`src/logic/cra_pkg.sv`:
```
// Package of constants and types for the cable reflection amplitude register bank
package cra_pkg;

  // ----------------------------------------------------------------
  // Widths
  // ----------------------------------------------------------------
  localparam int ADDR_W   = 12;
  localparam int DATA_W   = 32;
  localparam int BE_W     = 4;
  localparam int REG_W    = 16;
  localparam int AMP_W    = 7;
  localparam int IDX_W    = 10;
  localparam int NUM_REGS = 6;
  localparam int SEL_W    = 3;
  localparam int CNT_W    = 8;

  // ----------------------------------------------------------------
  // Register indices (byte address is four times the index)
  // ----------------------------------------------------------------
  localparam logic [IDX_W-1:0] IDX_AMP_A12  = 10'h19a;
  localparam logic [IDX_W-1:0] IDX_AMP_A34  = 10'h19b;
  localparam logic [IDX_W-1:0] IDX_AMP_A5B1 = 10'h19c;
  localparam logic [IDX_W-1:0] IDX_AMP_B23  = 10'h19d;
  localparam logic [IDX_W-1:0] IDX_AMP_B45  = 10'h19e;
  localparam logic [IDX_W-1:0] IDX_AMP_C12  = 10'h19f;
  localparam logic [IDX_W-1:0] IDX_CTRL     = 10'h1b0;
  localparam logic [IDX_W-1:0] IDX_STAT     = 10'h1b1;

  // ----------------------------------------------------------------
  // Field positions
  // ----------------------------------------------------------------
  localparam int AMP_LO_LSB      = 0;
  localparam int AMP_HI_LSB      = 8;
  localparam int CTRL_FREEZE_BIT = 0;
  localparam int CTRL_CLEAR_BIT  = 1;
  localparam int STAT_VALID_BIT  = 0;
  localparam int STAT_FROZEN_BIT = 1;
  localparam int STAT_DROP_BIT   = 2;
  localparam int STAT_CNT_LSB    = 8;

  // ----------------------------------------------------------------
  // Reset values
  // ----------------------------------------------------------------
  localparam logic [AMP_W-1:0]  AMP_RST   = 7'h00;
  localparam logic [CNT_W-1:0]  CNT_RST   = 8'h00;
  localparam logic [DATA_W-1:0] RDATA_RST = 32'h0000_0000;

  // ----------------------------------------------------------------
  // Types
  // ----------------------------------------------------------------
  typedef struct packed {
    logic [AMP_W-1:0] hi;
    logic [AMP_W-1:0] lo;
  } cra_pair_t;

  typedef cra_pair_t [NUM_REGS-1:0] cra_bank_t;

  typedef struct packed {
    logic             amp_hit;
    logic [SEL_W-1:0] amp_sel;
    logic             ctrl_hit;
    logic             stat_hit;
  } cra_dec_t;

  typedef enum logic [0:0] {
    ST_IDLE = 1'b0,
    ST_ACK  = 1'b1
  } cra_bus_st_t;

endpackage : cra_pkg

```
`src/logic/cra_pair_reg.sv`:
```
// One read-only amplitude register holding two peak strengths
`timescale 1ns/10ps
module cra_pair_reg
  import cra_pkg::*;
(
  input  wire logic             clk_sys,  // System clock
  input  wire logic             sys_rst,  // Synchronous reset
  input  wire logic             load_en,  // Capture new measurement
  input  wire logic             clear_en, // Return fields to zero
  input  wire cra_pair_t        pair_in,  // Measured strengths
  output      logic [REG_W-1:0] value     // Register image
);

  cra_pair_t pair_r;
  cra_pair_t pair_nxt;

  // ----------------------------------------------------------------
  // Next value: a fresh measurement wins over a clear
  // ----------------------------------------------------------------
  always_comb
  begin
    pair_nxt = pair_r;
    if (load_en)
    begin
      pair_nxt = pair_in;
    end
    else if (clear_en)
    begin
      pair_nxt = '{hi: AMP_RST, lo: AMP_RST};
    end
  end

  always_ff @(posedge clk_sys)
  begin
    if (sys_rst)
    begin
      pair_r <= '{hi: AMP_RST, lo: AMP_RST};
    end
    else
    begin
      pair_r <= pair_nxt;
    end
  end

  // Bits 15 and 7 are tied low
  always_comb
  begin
    value = '0;
    value[AMP_LO_LSB +: AMP_W] = pair_r.lo;
    value[AMP_HI_LSB +: AMP_W] = pair_r.hi;
  end

endmodule : cra_pair_reg

```
`src/logic/cra_addr_dec.sv`:
```
// Address decoder for the amplitude register bank
`timescale 1ns/10ps
module cra_addr_dec
  import cra_pkg::*;
(
  input  wire logic [ADDR_W-1:0] address, // Avalon byte address
  output      cra_dec_t          dec      // Decoded target
);

  logic [IDX_W-1:0] idx;

  assign idx = address[ADDR_W-1:2];

  always_comb
  begin
    dec = '0;
    if (address[1:0] != 2'h0)
    begin
      dec = '0;
    end
    else if (idx == IDX_AMP_A12)
    begin
      dec.amp_hit = 1'b1;
      dec.amp_sel = 3'h0;
    end
    else if (idx == IDX_AMP_A34)
    begin
      dec.amp_hit = 1'b1;
      dec.amp_sel = 3'h1;
    end
    else if (idx == IDX_AMP_A5B1)
    begin
      dec.amp_hit = 1'b1;
      dec.amp_sel = 3'h2;
    end
    else if (idx == IDX_AMP_B23)
    begin
      dec.amp_hit = 1'b1;
      dec.amp_sel = 3'h3;
    end
    else if (idx == IDX_AMP_B45)
    begin
      dec.amp_hit = 1'b1;
      dec.amp_sel = 3'h4;
    end
    else if (idx == IDX_AMP_C12)
    begin
      dec.amp_hit = 1'b1;
      dec.amp_sel = 3'h5;
    end
    else if (idx == IDX_CTRL)
    begin
      dec.ctrl_hit = 1'b1;
    end
    else if (idx == IDX_STAT)
    begin
      dec.stat_hit = 1'b1;
    end
  end

endmodule : cra_addr_dec

```
`src/logic/cra_regs_top.sv`:
```
// Cable reflection amplitude register bank with Avalon-MM slave
//
// Function
// - reg 0x019A: A peak1 low, A peak2 high
// - reg 0x019B: A peak3 low, A peak4 high
// - reg 0x019C: A peak5 low, B peak1 high
// - reg 0x019D: B peak2 low, B peak3 high
// - reg 0x019E: B peak4 low, B peak5 high
// - reg 0x019F: C peak1 low, C peak2 high
// - fields hold strength, read-only, zero after reset
//
// The Avalon-MM interface to the registers was chosen for this implementation.
`timescale 1ns/10ps
module cra_regs_top
  import cra_pkg::*;
(
  input  wire logic              clk_sys,               // System clock, 100 MHz
  input  wire logic              sys_rst,               // Synchronous reset, active high
  input  wire logic [ADDR_W-1:0] avs_address,           // Byte address
  input  wire logic              avs_read,              // Read request
  input  wire logic              avs_write,             // Write request
  input  wire logic [DATA_W-1:0] avs_writedata,         // Write data
  input  wire logic [BE_W-1:0]   avs_byteenable,        // Byte lanes
  output      logic [DATA_W-1:0] avs_readdata,          // Read data
  output      logic              avs_waitrequest,       // Stall
  input  wire logic [AMP_W-1:0]  chan_a_peak1_strength, // Channel A peak 1
  input  wire logic [AMP_W-1:0]  chan_a_peak2_strength, // Channel A peak 2
  input  wire logic [AMP_W-1:0]  chan_a_peak3_strength, // Channel A peak 3
  input  wire logic [AMP_W-1:0]  chan_a_peak4_strength, // Channel A peak 4
  input  wire logic [AMP_W-1:0]  chan_a_peak5_strength, // Channel A peak 5
  input  wire logic [AMP_W-1:0]  chan_b_peak1_strength, // Channel B peak 1
  input  wire logic [AMP_W-1:0]  chan_b_peak2_strength, // Channel B peak 2
  input  wire logic [AMP_W-1:0]  chan_b_peak3_strength, // Channel B peak 3
  input  wire logic [AMP_W-1:0]  chan_b_peak4_strength, // Channel B peak 4
  input  wire logic [AMP_W-1:0]  chan_b_peak5_strength, // Channel B peak 5
  input  wire logic [AMP_W-1:0]  chan_c_peak1_strength, // Channel C peak 1
  input  wire logic [AMP_W-1:0]  chan_c_peak2_strength, // Channel C peak 2
  input  wire logic              meas_done              // One-cycle result strobe
);

  // ----------------------------------------------------------------
  // Declarations
  // ----------------------------------------------------------------
  cra_bank_t        meas_bank;
  logic [AMP_W-1:0] peak_in [2*NUM_REGS];
  logic [DATA_W-1:0] ctrl_word;
  logic [DATA_W-1:0] stat_word;
  logic             acc_req;
  logic [REG_W-1:0] amp_val [NUM_REGS];
  cra_dec_t         dec;
  logic [DATA_W-1:0] rd_word;
  logic             load_en;
  logic             wr_ctrl;

  cra_bus_st_t       st_r;
  cra_bus_st_t       st_nxt;
  logic              waitreq_r;
  logic              waitreq_nxt;
  logic [DATA_W-1:0] rdata_r;
  logic [DATA_W-1:0] rdata_nxt;

  logic              freeze_r;
  logic              freeze_nxt;
  logic              clr_r;
  logic              clr_nxt;

  logic              valid_r;
  logic              valid_nxt;
  logic              drop_r;
  logic              drop_nxt;
  logic [CNT_W-1:0]  cnt_r;
  logic [CNT_W-1:0]  cnt_nxt;

  // ----------------------------------------------------------------
  // Measured strengths in register order, low field first
  // ----------------------------------------------------------------
  assign peak_in[0]  = chan_a_peak1_strength;
  assign peak_in[1]  = chan_a_peak2_strength;
  assign peak_in[2]  = chan_a_peak3_strength;
  assign peak_in[3]  = chan_a_peak4_strength;
  assign peak_in[4]  = chan_a_peak5_strength;
  assign peak_in[5]  = chan_b_peak1_strength;
  assign peak_in[6]  = chan_b_peak2_strength;
  assign peak_in[7]  = chan_b_peak3_strength;
  assign peak_in[8]  = chan_b_peak4_strength;
  assign peak_in[9]  = chan_b_peak5_strength;
  assign peak_in[10] = chan_c_peak1_strength;
  assign peak_in[11] = chan_c_peak2_strength;

  // Results are taken only while software has not frozen the bank
  assign load_en = meas_done && !freeze_r;

  // ----------------------------------------------------------------
  // Amplitude registers
  // ----------------------------------------------------------------
  generate
    for (genvar g = 0; g < NUM_REGS; g++)
    begin : g_pair
      // One register per pair of peaks, even entry in the low field
      assign meas_bank[g] = '{hi: peak_in[2*g+1], lo: peak_in[2*g]};

      cra_pair_reg u_pair (
        .clk_sys  (clk_sys),
        .sys_rst  (sys_rst),
        .load_en  (load_en),
        .clear_en (clr_r),
        .pair_in  (meas_bank[g]),
        .value    (amp_val[g])
      );
    end
  endgenerate

  // ----------------------------------------------------------------
  // Address decode and read mux
  // ----------------------------------------------------------------
  cra_addr_dec u_dec (
    .address (avs_address),
    .dec     (dec)
  );

  // ----------------------------------------------------------------
  // Control and status words as software reads them
  // ----------------------------------------------------------------
  always_comb
  begin
    ctrl_word                  = '0;
    ctrl_word[CTRL_FREEZE_BIT] = freeze_r;
  end

  always_comb
  begin
    stat_word                        = '0;
    stat_word[STAT_VALID_BIT]        = valid_r;
    stat_word[STAT_FROZEN_BIT]       = freeze_r;
    stat_word[STAT_DROP_BIT]         = drop_r;
    stat_word[STAT_CNT_LSB +: CNT_W] = cnt_r;
  end

  // Unmapped and misaligned addresses read zero
  always_comb
  begin
    rd_word = '0;
    if (dec.amp_hit)
    begin
      rd_word[REG_W-1:0] = amp_val[dec.amp_sel];
    end
    else if (dec.ctrl_hit)
    begin
      rd_word = ctrl_word;
    end
    else if (dec.stat_hit)
    begin
      rd_word = stat_word;
    end
  end

  // ----------------------------------------------------------------
  // Bus handshake: every access ends one cycle after it is seen
  // ----------------------------------------------------------------
  // Read and write are never high together; either one opens an access
  assign acc_req = avs_read || avs_write;

  always_comb
  begin
    st_nxt      = st_r;
    waitreq_nxt = 1'b1;
    rdata_nxt   = rdata_r;
    wr_ctrl     = 1'b0;
    case (st_r)
      ST_IDLE:
      begin
        // Read data is latched at the taking edge and stands through the answer
        if (acc_req)
        begin
          st_nxt      = ST_ACK;
          waitreq_nxt = 1'b0;
          rdata_nxt   = avs_read ? rd_word : RDATA_RST;
        end
      end
      ST_ACK:
      begin
        st_nxt = ST_IDLE;
        // Only the control word accepts data; amplitude writes fall away
        wr_ctrl = avs_write && dec.ctrl_hit && avs_byteenable[0];
      end
      default:
      begin
        st_nxt = ST_IDLE;
      end
    endcase
  end

  always_ff @(posedge clk_sys)
  begin
    if (sys_rst)
    begin
      st_r      <= ST_IDLE;
      waitreq_r <= 1'b1;
      rdata_r   <= RDATA_RST;
    end
    else
    begin
      st_r      <= st_nxt;
      waitreq_r <= waitreq_nxt;
      rdata_r   <= rdata_nxt;
    end
  end

  assign avs_readdata    = rdata_r;
  assign avs_waitrequest = waitreq_r;

  // ----------------------------------------------------------------
  // Control: freeze level and self-clearing clear pulse
  // ----------------------------------------------------------------
  always_comb
  begin
    freeze_nxt = freeze_r;
    clr_nxt    = 1'b0;
    if (wr_ctrl)
    begin
      freeze_nxt = avs_writedata[CTRL_FREEZE_BIT];
      clr_nxt    = avs_writedata[CTRL_CLEAR_BIT];
    end
  end

  always_ff @(posedge clk_sys)
  begin
    if (sys_rst)
    begin
      freeze_r <= 1'b0;
      clr_r    <= 1'b0;
    end
    else
    begin
      freeze_r <= freeze_nxt;
      clr_r    <= clr_nxt;
    end
  end

  // ----------------------------------------------------------------
  // Status: a capture in the clear cycle survives the clear
  // ----------------------------------------------------------------
  always_comb
  begin
    valid_nxt = valid_r;
    drop_nxt  = drop_r;
    if (clr_r)
    begin
      valid_nxt = 1'b0;
      drop_nxt  = 1'b0;
    end
    if (load_en)
    begin
      valid_nxt = 1'b1;
    end
    if (meas_done && freeze_r)
    begin
      drop_nxt = 1'b1;
    end
  end

  always_ff @(posedge clk_sys)
  begin
    if (sys_rst)
    begin
      valid_r <= 1'b0;
      drop_r  <= 1'b0;
    end
    else
    begin
      valid_r <= valid_nxt;
      drop_r  <= drop_nxt;
    end
  end

  // ----------------------------------------------------------------
  // Capture count: restarts at one when a capture meets a clear
  // ----------------------------------------------------------------
  always_comb
  begin
    cnt_nxt = cnt_r;
    if (load_en)
    begin
      cnt_nxt = clr_r ? 8'h01 : cnt_r + 8'h01;
    end
    else if (clr_r)
    begin
      cnt_nxt = CNT_RST;
    end
  end

  always_ff @(posedge clk_sys)
  begin
    if (sys_rst)
    begin
      cnt_r <= CNT_RST;
    end
    else
    begin
      cnt_r <= cnt_nxt;
    end
  end

endmodule : cra_regs_top

```
`config.mk`:
```
export PLATFORM = sky130hd
export DESIGN_NAME = cra_regs_top
export DESIGN_NICKNAME = d
export VERILOG_FILES = /design/src/logic/cra_pkg.sv /design/src/logic/cra_pair_reg.sv /design/src/logic/cra_addr_dec.sv /design/src/logic/cra_regs_top.sv
export SDC_FILE = /design/constraint.sdc
export NUM_CORES = 1
export LEC_CHECK = 0
export ABC_CLOCK_PERIOD_IN_PS = 6200
export BUFFER_PORTS_ARGS = -buffer_cell sky130_fd_sc_hd__buf_2
export CAP_MARGIN = 20
export CORE_MARGIN = 5
export CORE_UTILIZATION = 55
export CTS_BUF_LIST = sky130_fd_sc_hd__clkbuf_16
export CTS_CLUSTER_SIZE = 40
export DETAILED_ROUTE_END_ITERATION = 8
export PLACE_DENSITY = 0.83
export SYNTH_ARGS = -nofsm -noshare
export SYNTH_HDL_FRONTEND = slang
export SYNTH_HIERARCHICAL = 1
export SYNTH_SLANG_ARGS = --single-unit
```
`constraint.sdc`:
```
create_clock -name clk_sys -period 6.2 [get_ports clk_sys]
set_input_delay 0.62 -clock clk_sys [delete_from_list [all_inputs] [get_ports clk_sys]]
set_output_delay 0.62 -clock clk_sys [all_outputs]
set_load 0.005 [all_outputs]
```
==> key figures, run 1 <==
Setup path
  • Data required, critical path: ~6.4 ns
  • Buffering stage count on the worst path with inverters included: 2
  • Worst Setup Path Type: in -> reg
  • Slowest stage cell on the critical path: mux4_2
  • Maximum fanout along the worst path: 32
  • Slowest stage delay, CP: around 0.57 ns
  • Type of origin of the critical path: primary input
  • Data arrival time of the critical path: ~3.0 ns
  • Cells traversed along the worst timing path: buf_2, or3b_1, nor4_2, buf_4, mux4_2, a222oi_1, a211oi_1
  • Endpoint type of the worst setup path: flop
  • Crit path max-delay family: simple AND/OR/NAND/NOR gates

Floorplanning
  • Count of boundary I/O pins: 170
  • Die width: approximately 120 µm
  • Total number of placement rows: 38
  • Die Outline Area: between 10000 and 15000 µm²
  • DIE HEIGHT: between 100 and 150 µm
  • Area of the core region: around 11000 µm²
  • Effective utilization at floorplan: 56.2%

Cells and area
  • Most common cell after layout, fill and taps aside: buf_2
  • Number of diodes added for antenna fixing: 0
  • Layout area overhead: 16.2%
  • Fraction of layout cells with a size suffix above 1: roughly a third
  • Final layout net count: ~850
  • Highest-count cells in the layout ignoring fill and taps: buf_2, dfxtp_1, nand2_1, inv_1, o32ai_2
  • Post-route cell area: 7110 µm²

GRT
  • Number of antenna violations at the first check in global routing: 0
  • Total global routing overflow: 0
  • Wire length of the first global-routing pass: about 24 mm
  • Number of global-route vias before repair: 4927
  • Maximum number of pins on one net before global-route repair: 132
  • Aggregate global-route resource usage: between 20% and 30%

Routing
  • Initial DRT Pass Iterations: 6
  • DRC viols: 0
  • Iter 0 DRT Violations: 393
  • Via/cell ratio: about 5.6
  • Total number of vias: a little under 5k
  • Average routed wire per standard cell: between 15 and 20 µm
  • Detail Route Antenna Nets: 0
  • Final wirelength: approximately 16 mm

Power and ir drop
  • Clock share of power: about half
  • Power per cell area: 274 nW/µm²
  • Psw: between 0.0004 and 0.0005 W
  • Total Power Consumption: ~0.0019 W
  • Part of the total power dissipated in combinational logic: about a tenth
  • Maximum resistive drop on vdd: around 200 µV
  • Leakage Power: around 2.8 nW
  • Cell-internal power: 0.00148 W
  • Net switching fraction of the power: 24.1%
  • Sequential fraction of design power: between 40% and 50%

Timing
  • Number of setup violations in the final report: 0
  • Final cycle utilization of the critical path: approximately 45%
  • Final hold violations: 0
  • Worst slew margin relative to its limit: about 28%
  • Count of pins over their slew limit: 0
  • Unrepaired setup endpoints after global routing: no
  • Max Clk Rate: 361 MHz
  • Clock period minus worst slack: about 2.8 ns
  • Worst-margin pin slew: 1.08 ns
  • Clk_skew: about 0.010 ns
  • Summed negative setup slack over all endpoints: 0 ns

Synth
  • Post-Syn Instances: 624
  • Share of synthesized registers carrying an async set or reset: 0%
  • Count of flip-flops with a built-in enable after synthesis: 0
  • Count of synthesis-stage warnings from yosys: 6
  • Number of synthesized register bits: between 100 and 150
  • Top_reg_cell synth: dfxtp_1
  • Synthesized area divided by synthesized cell count: about 10 µm²
  • Sequential fraction of the synthesis area: 37.3%
  • Number of distinct library cells after synthesis: a little over 50
  • Total standard cell area after synthesis: 6120 µm²

Placement
  • Gp weighted congestion: around 0.9
  • Post-DP Area: between 6000 and 7000 µm²
  • DP Wirelength: 10.7 mm
  • Number of buffers added on ports: 120

Clock network
  • Root buffer cell: clkbuf_16
  • Clock tree from TritonCTS: built
  • Post-CTS setup buffers: 0
  • Num CTS Buffers: 17
  • Clock insertion delay at the later pin of the skew report: just over 0.4 ns
  • Clk sinks: about 110
  • PostCTS Resize Cnt: 0
  • Clock edge transition at the registers on the reported setup and hold paths: 0.05 ns
  • CTS HTree Levels: 4
  • CTS hold repair buffers: 0
  • Number of buffers on the longest clock path: 2

Flow run
  • Count of maximum capacitance violations: 0

Worst hold path
  • Class of the worst hold path: in -> reg

Status
  • Status: finished clean
[per-stage QoR]
stage                     std cells  hold WS (ns)  utilization [%]  setup WS, ns
after floorplan                 645         0.426                -          3.24
after global placement          836         0.462             59.9          3.08
after detailed placement        836         0.469             59.9          3.05
after CTS                       866         0.457             65.1          3.43
after global routing            867         0.473             65.3          3.29
final                           867         0.468             65.3          3.43
[cell usage after synthesis, types with 4 or more instances]
cell type	instances	share of area, %
inv_1	81	5.0
buf_6	16	2.9
o21ai_0	5	0.41
or3b_1	7	1.0
nand2_1	109	6.7
buf_4	29	3.6
mux4_2	14	5.2
nand3_1	7	0.57
a2bb2oi_1	7	1.0
buf_2	17	1.4
or2_4	6	0.86
conb_1	7	0.43
nor2_1	12	0.74
nor4_1	5	0.51
o32ai_2	60	16
clkbuf_1	13	0.80
mux2i_1	13	2.1
o32ai_1	18	2.6
nand3b_1	5	0.61
a222oi_1	5	0.82
nor3_1	4	0.33
nand4_1	4	0.41
dfxtp_1	114	37
mux2_2	7	1.3
a211oi_1	5	0.61
a21oi_1	11	0.90
nor2b_1	6	0.61
[state kept, by name (all words and copies together) (netlist names)]
register / count
avs_waitrequest: 1
drop_r: 1
g_pair.u_pair/value: 84
st_r: 1
clr_r: 1
freeze_r: 1
valid_r: 1
avs_readdata: 16
cnt_r: 8
[power by group through the flow]
stage	Clock (W)	Sequential [W]	Combinational, W
after floorplan	0	0.000796	0.000156
after detailed placement	0	0.000805	0.000196
after CTS	0.000958	0.000791	0.000199
after global placement	0	0.000803	0.000189
after global routing	0.000988	0.000793	0.000221
final	0.000953	0.000790	0.000202
[worst paths after layout]
check        slack, ns                  startpoint  cells past startpoint                          to
max reg2reg       4.36                        st_r                      4            avs_readdata[10]
max               3.43             avs_address[11]                      7             avs_readdata[6]
min reg2reg       0.47  g_pair[3].u_pair/value[13]                      2  g_pair[3].u_pair/value[13]
min               0.47            avs_writedata[0]                      3                    freeze_r
[metal layers]
metal  vias up  wire [µm]  global-route usage, %
met2       194       8440                   42.3
met5         -          0                      0
met1      2338       6000                   27.3
li1       2342          -                      -
met4         0        308                   8.22
met3        23        909                   6.01
[tightest hold or removal path, stage by stage]
cell and delay, ns:
buf_2 0.07, mux2i_1 0.05, nor2_1 0.09
[cell families (layout without fill, tap and decap cells)]
group / after synthesis / in the layout / share of synthesized area, %
xor+xnor: 6 / 6 / 0.859
compound gates: 124 / 124 / 24.2
other cells: 7 / 28 / 0.430
flops: 114 / 114 / 37.3
buf+inv: 156 / 238 / 13.7
fa+ha+maj: 1 / 1 / 0.204
simple gates: 182 / 182 / 14.8
mux: 34 / 34 / 8.57
[final cells by class]
type / instances / area [µm²]
fillers: 837 / 3780
multi-input cells: 375 / 3100
flip-flops and latches: 114 / 2280
repair buffers: 127 / 681
clock buffers: 17 / 425
inverters: 81 / 304
well taps: 140 / 175
clock inverters: 13 / 144
Power figures use the tool's default switching activity.
==> run 2: changes to the inputs <==
ABC_CLOCK_PERIOD_IN_PS = 2300   (was 6200)
CORE_UTILIZATION = 48   (was 55)
PLACE_DENSITY = 0.77   (was 0.83)
clock period = 2.3 ns   (was 6.2 ns; I/O delays follow)
==> run 2 against run 1 <==
Global-route usage decreased by 2.4 points. Final area increased by 2.9%. Total power grew to 2.6 times the previous value. Worst hold slack worse by 0.41 ns. Register-to-register slack lost 3.6 ns. Critical path depth grew 2. Sequential power increased to 2.7 times the previous value. Clock skew down 0.0045 ns. Largest power group unchanged.
==> key figures, run 2 (synthesized netlist as in run 1, its figures left out) <==
Status
  • Status: finished clean

Cells and area
  • Layout area overhead: 19.6%
  • Highest-count cells in the layout ignoring fill and taps: buf_2, dfxtp_1, nand2_1, inv_1, o32ai_2
  • Most common cell after layout, fill and taps aside: buf_2
  • Fraction of layout cells with a size suffix above 1: about 36%
  • Final layout net count: roughly 900
  • Number of diodes added for antenna fixing: 0
  • Number of flip-flops in the largest register: between 80 and 90
  • Final design utilization: around 58%

Routing
  • Detail Route Antenna Nets: 0
  • Initial DRT Pass Iterations: 5
  • Average routed wire per standard cell: around 17 µm
  • Iter 0 DRT Violations: about 450
  • DRC viols: 0
  • Via/cell ratio: 5.35
  • Final wirelength: about 16 mm
  • Total number of vias: between 4k and 5k

Clock network
  • Clock insertion delay at the later pin of the skew report: slightly above 0.4 ns
  • Clock tree from TritonCTS: built
  • CTS HTree Levels: 4
  • Post-CTS setup buffers: 0
  • CTS hold repair buffers: 0
  • Clk sinks: around 110
  • PostCTS Resize Cnt: 0
  • Root buffer cell: clkbuf_16
  • Clock edge transition at the registers on the reported setup and hold paths: about 0.05 ns
  • Num CTS Buffers: 17
  • Number of buffers on the longest clock path: 2

Flow run
  • Count of maximum capacitance violations: 0

Worst hold path
  • HP Start: avs_writedata[0]
  • Hold Path Sink: freeze_r
  • Number of stages on the worst hold path: 3
  • Class of the worst hold path: in -> reg

Setup path
  • Maximum fanout along the worst path: 7
  • Endpoint type of the worst setup path: flop
  • Reg2Reg Capture Point: g_pair[3].u_pair/value[12]
  • Type of origin of the critical path: primary input
  • Data required, critical path: 2.65 ns
  • Internal reg-to-reg setup slack: around 0.80 ns
  • Worst Setup Path Type: in -> reg
  • Data arrival time of the critical path: between 2 and 2.5 ns
  • R2R depth: 4
  • Reg-to-Reg Start: freeze_r

Floorplanning
  • Effective utilization at floorplan: 48.7%
  • Die width: around 120 µm
  • DIE HEIGHT: 123 µm
  • Die Outline Area: roughly 15000 µm²
  • Area of the core region: about 13000 µm²
  • Total number of placement rows: between 40 and 50
  • Count of boundary I/O pins: 170

Timing
  • Post-Route Hold Slack: between 0.06 and 0.07 ns
  • Count of pins over their slew limit: 0
  • Worst slew margin relative to its limit: ~55%
  • Setup slack of the critical path after layout: roughly 0.26 ns
  • Final hold violations: 0
  • Final cycle utilization of the critical path: roughly nine tenths
  • Number of setup violations in the final report: 0
  • Unrepaired setup endpoints after global routing: no
  • Clk_skew: roughly 0.006 ns
  • Max Clk Rate: 490 MHz
  • Worst-margin pin slew: 0.677 ns
  • Clock period minus worst slack: between 2 and 2.5 ns

Placement
  • DP Worst Slack: -0.147 ns
  • Number of buffers added on ports: 120
  • DP Wirelength: about 11 mm
  • Gp weighted congestion: 0.854

GRT
  • Wire length of the first global-routing pass: 24.3 mm
  • Number of antenna violations at the first check in global routing: 0
  • Total global routing overflow: 0
  • Number of global-route vias before repair: 4940
  • Aggregate global-route resource usage: between 20% and 30%
  • Maximum number of pins on one net before global-route repair: 102

Power and ir drop
  • Power per cell area: roughly 680 nW/µm²
  • Maximum resistive drop on vdd: slightly above 400 µV
  • Leakage Power: about 2.9 nW
[run 2: where the power goes]
part	switching (W)	internal, W	total [W]
logic	0.000305	0.000246	0.000552
clock network	0.000849	0.00143	0.00228
registers	0.0000593	0.00208	0.00213
[run 2: layout make-up]
type                    instances  area [µm²]
fillers                      1068        5250
multi-input cells             375        3130
flip-flops and latches        114        2280
repair buffers                147         868
clock buffers                  17         425
inverters                      81         304
well taps                     172         215
clock inverters                15        87.6
[run 2: worst max path at each step]
stage                               start          endpoint  slack (ns)  depth (start not counted)
after floorplan           avs_address[11]  avs_readdata[13]        0.05                          8
after global placement    avs_address[11]   avs_readdata[8]       -0.15                          9
after detailed placement  avs_address[11]   avs_readdata[2]       -0.15                          9
after CTS                 avs_address[11]   avs_readdata[2]        0.27                          9
after global routing      avs_address[11]   avs_readdata[8]        0.21                          9
final                     avs_address[11]   avs_readdata[2]        0.26                          9
[run 2: layer usage]
layer,vias up,global-route usage (%),wire (µm)
met3,32,6.04,1130
li1,2379,-,-
met1,2331,25.3,6160
met5,-,0,0
met4,0,7.00,320
met2,185,36.9,7910
[run 2: stage by stage]
stage                     total power [W]  instance area [µm²]  instances  TNS (ns)
after global routing              0.00517                 7310        921         0
after CTS                         0.00499                 7310        921         0
after global placement            0.00269                 6800        889     -1.03
after detailed placement          0.00272                 6800        889     -1.20
final                             0.00496                 7310        921         0
after floorplan                   0.00257                 6220        645         0
[run 2: critical path, stage by stage]
cell and delay [ns]:
buf_2 0.09, or3b_1 0.44, buf_4 0.18, nor4_1 0.35, buf_4 0.19, inv_1 0.04
or4_4 0.57, a2bb2oi_1 0.17, nand3_1 0.12
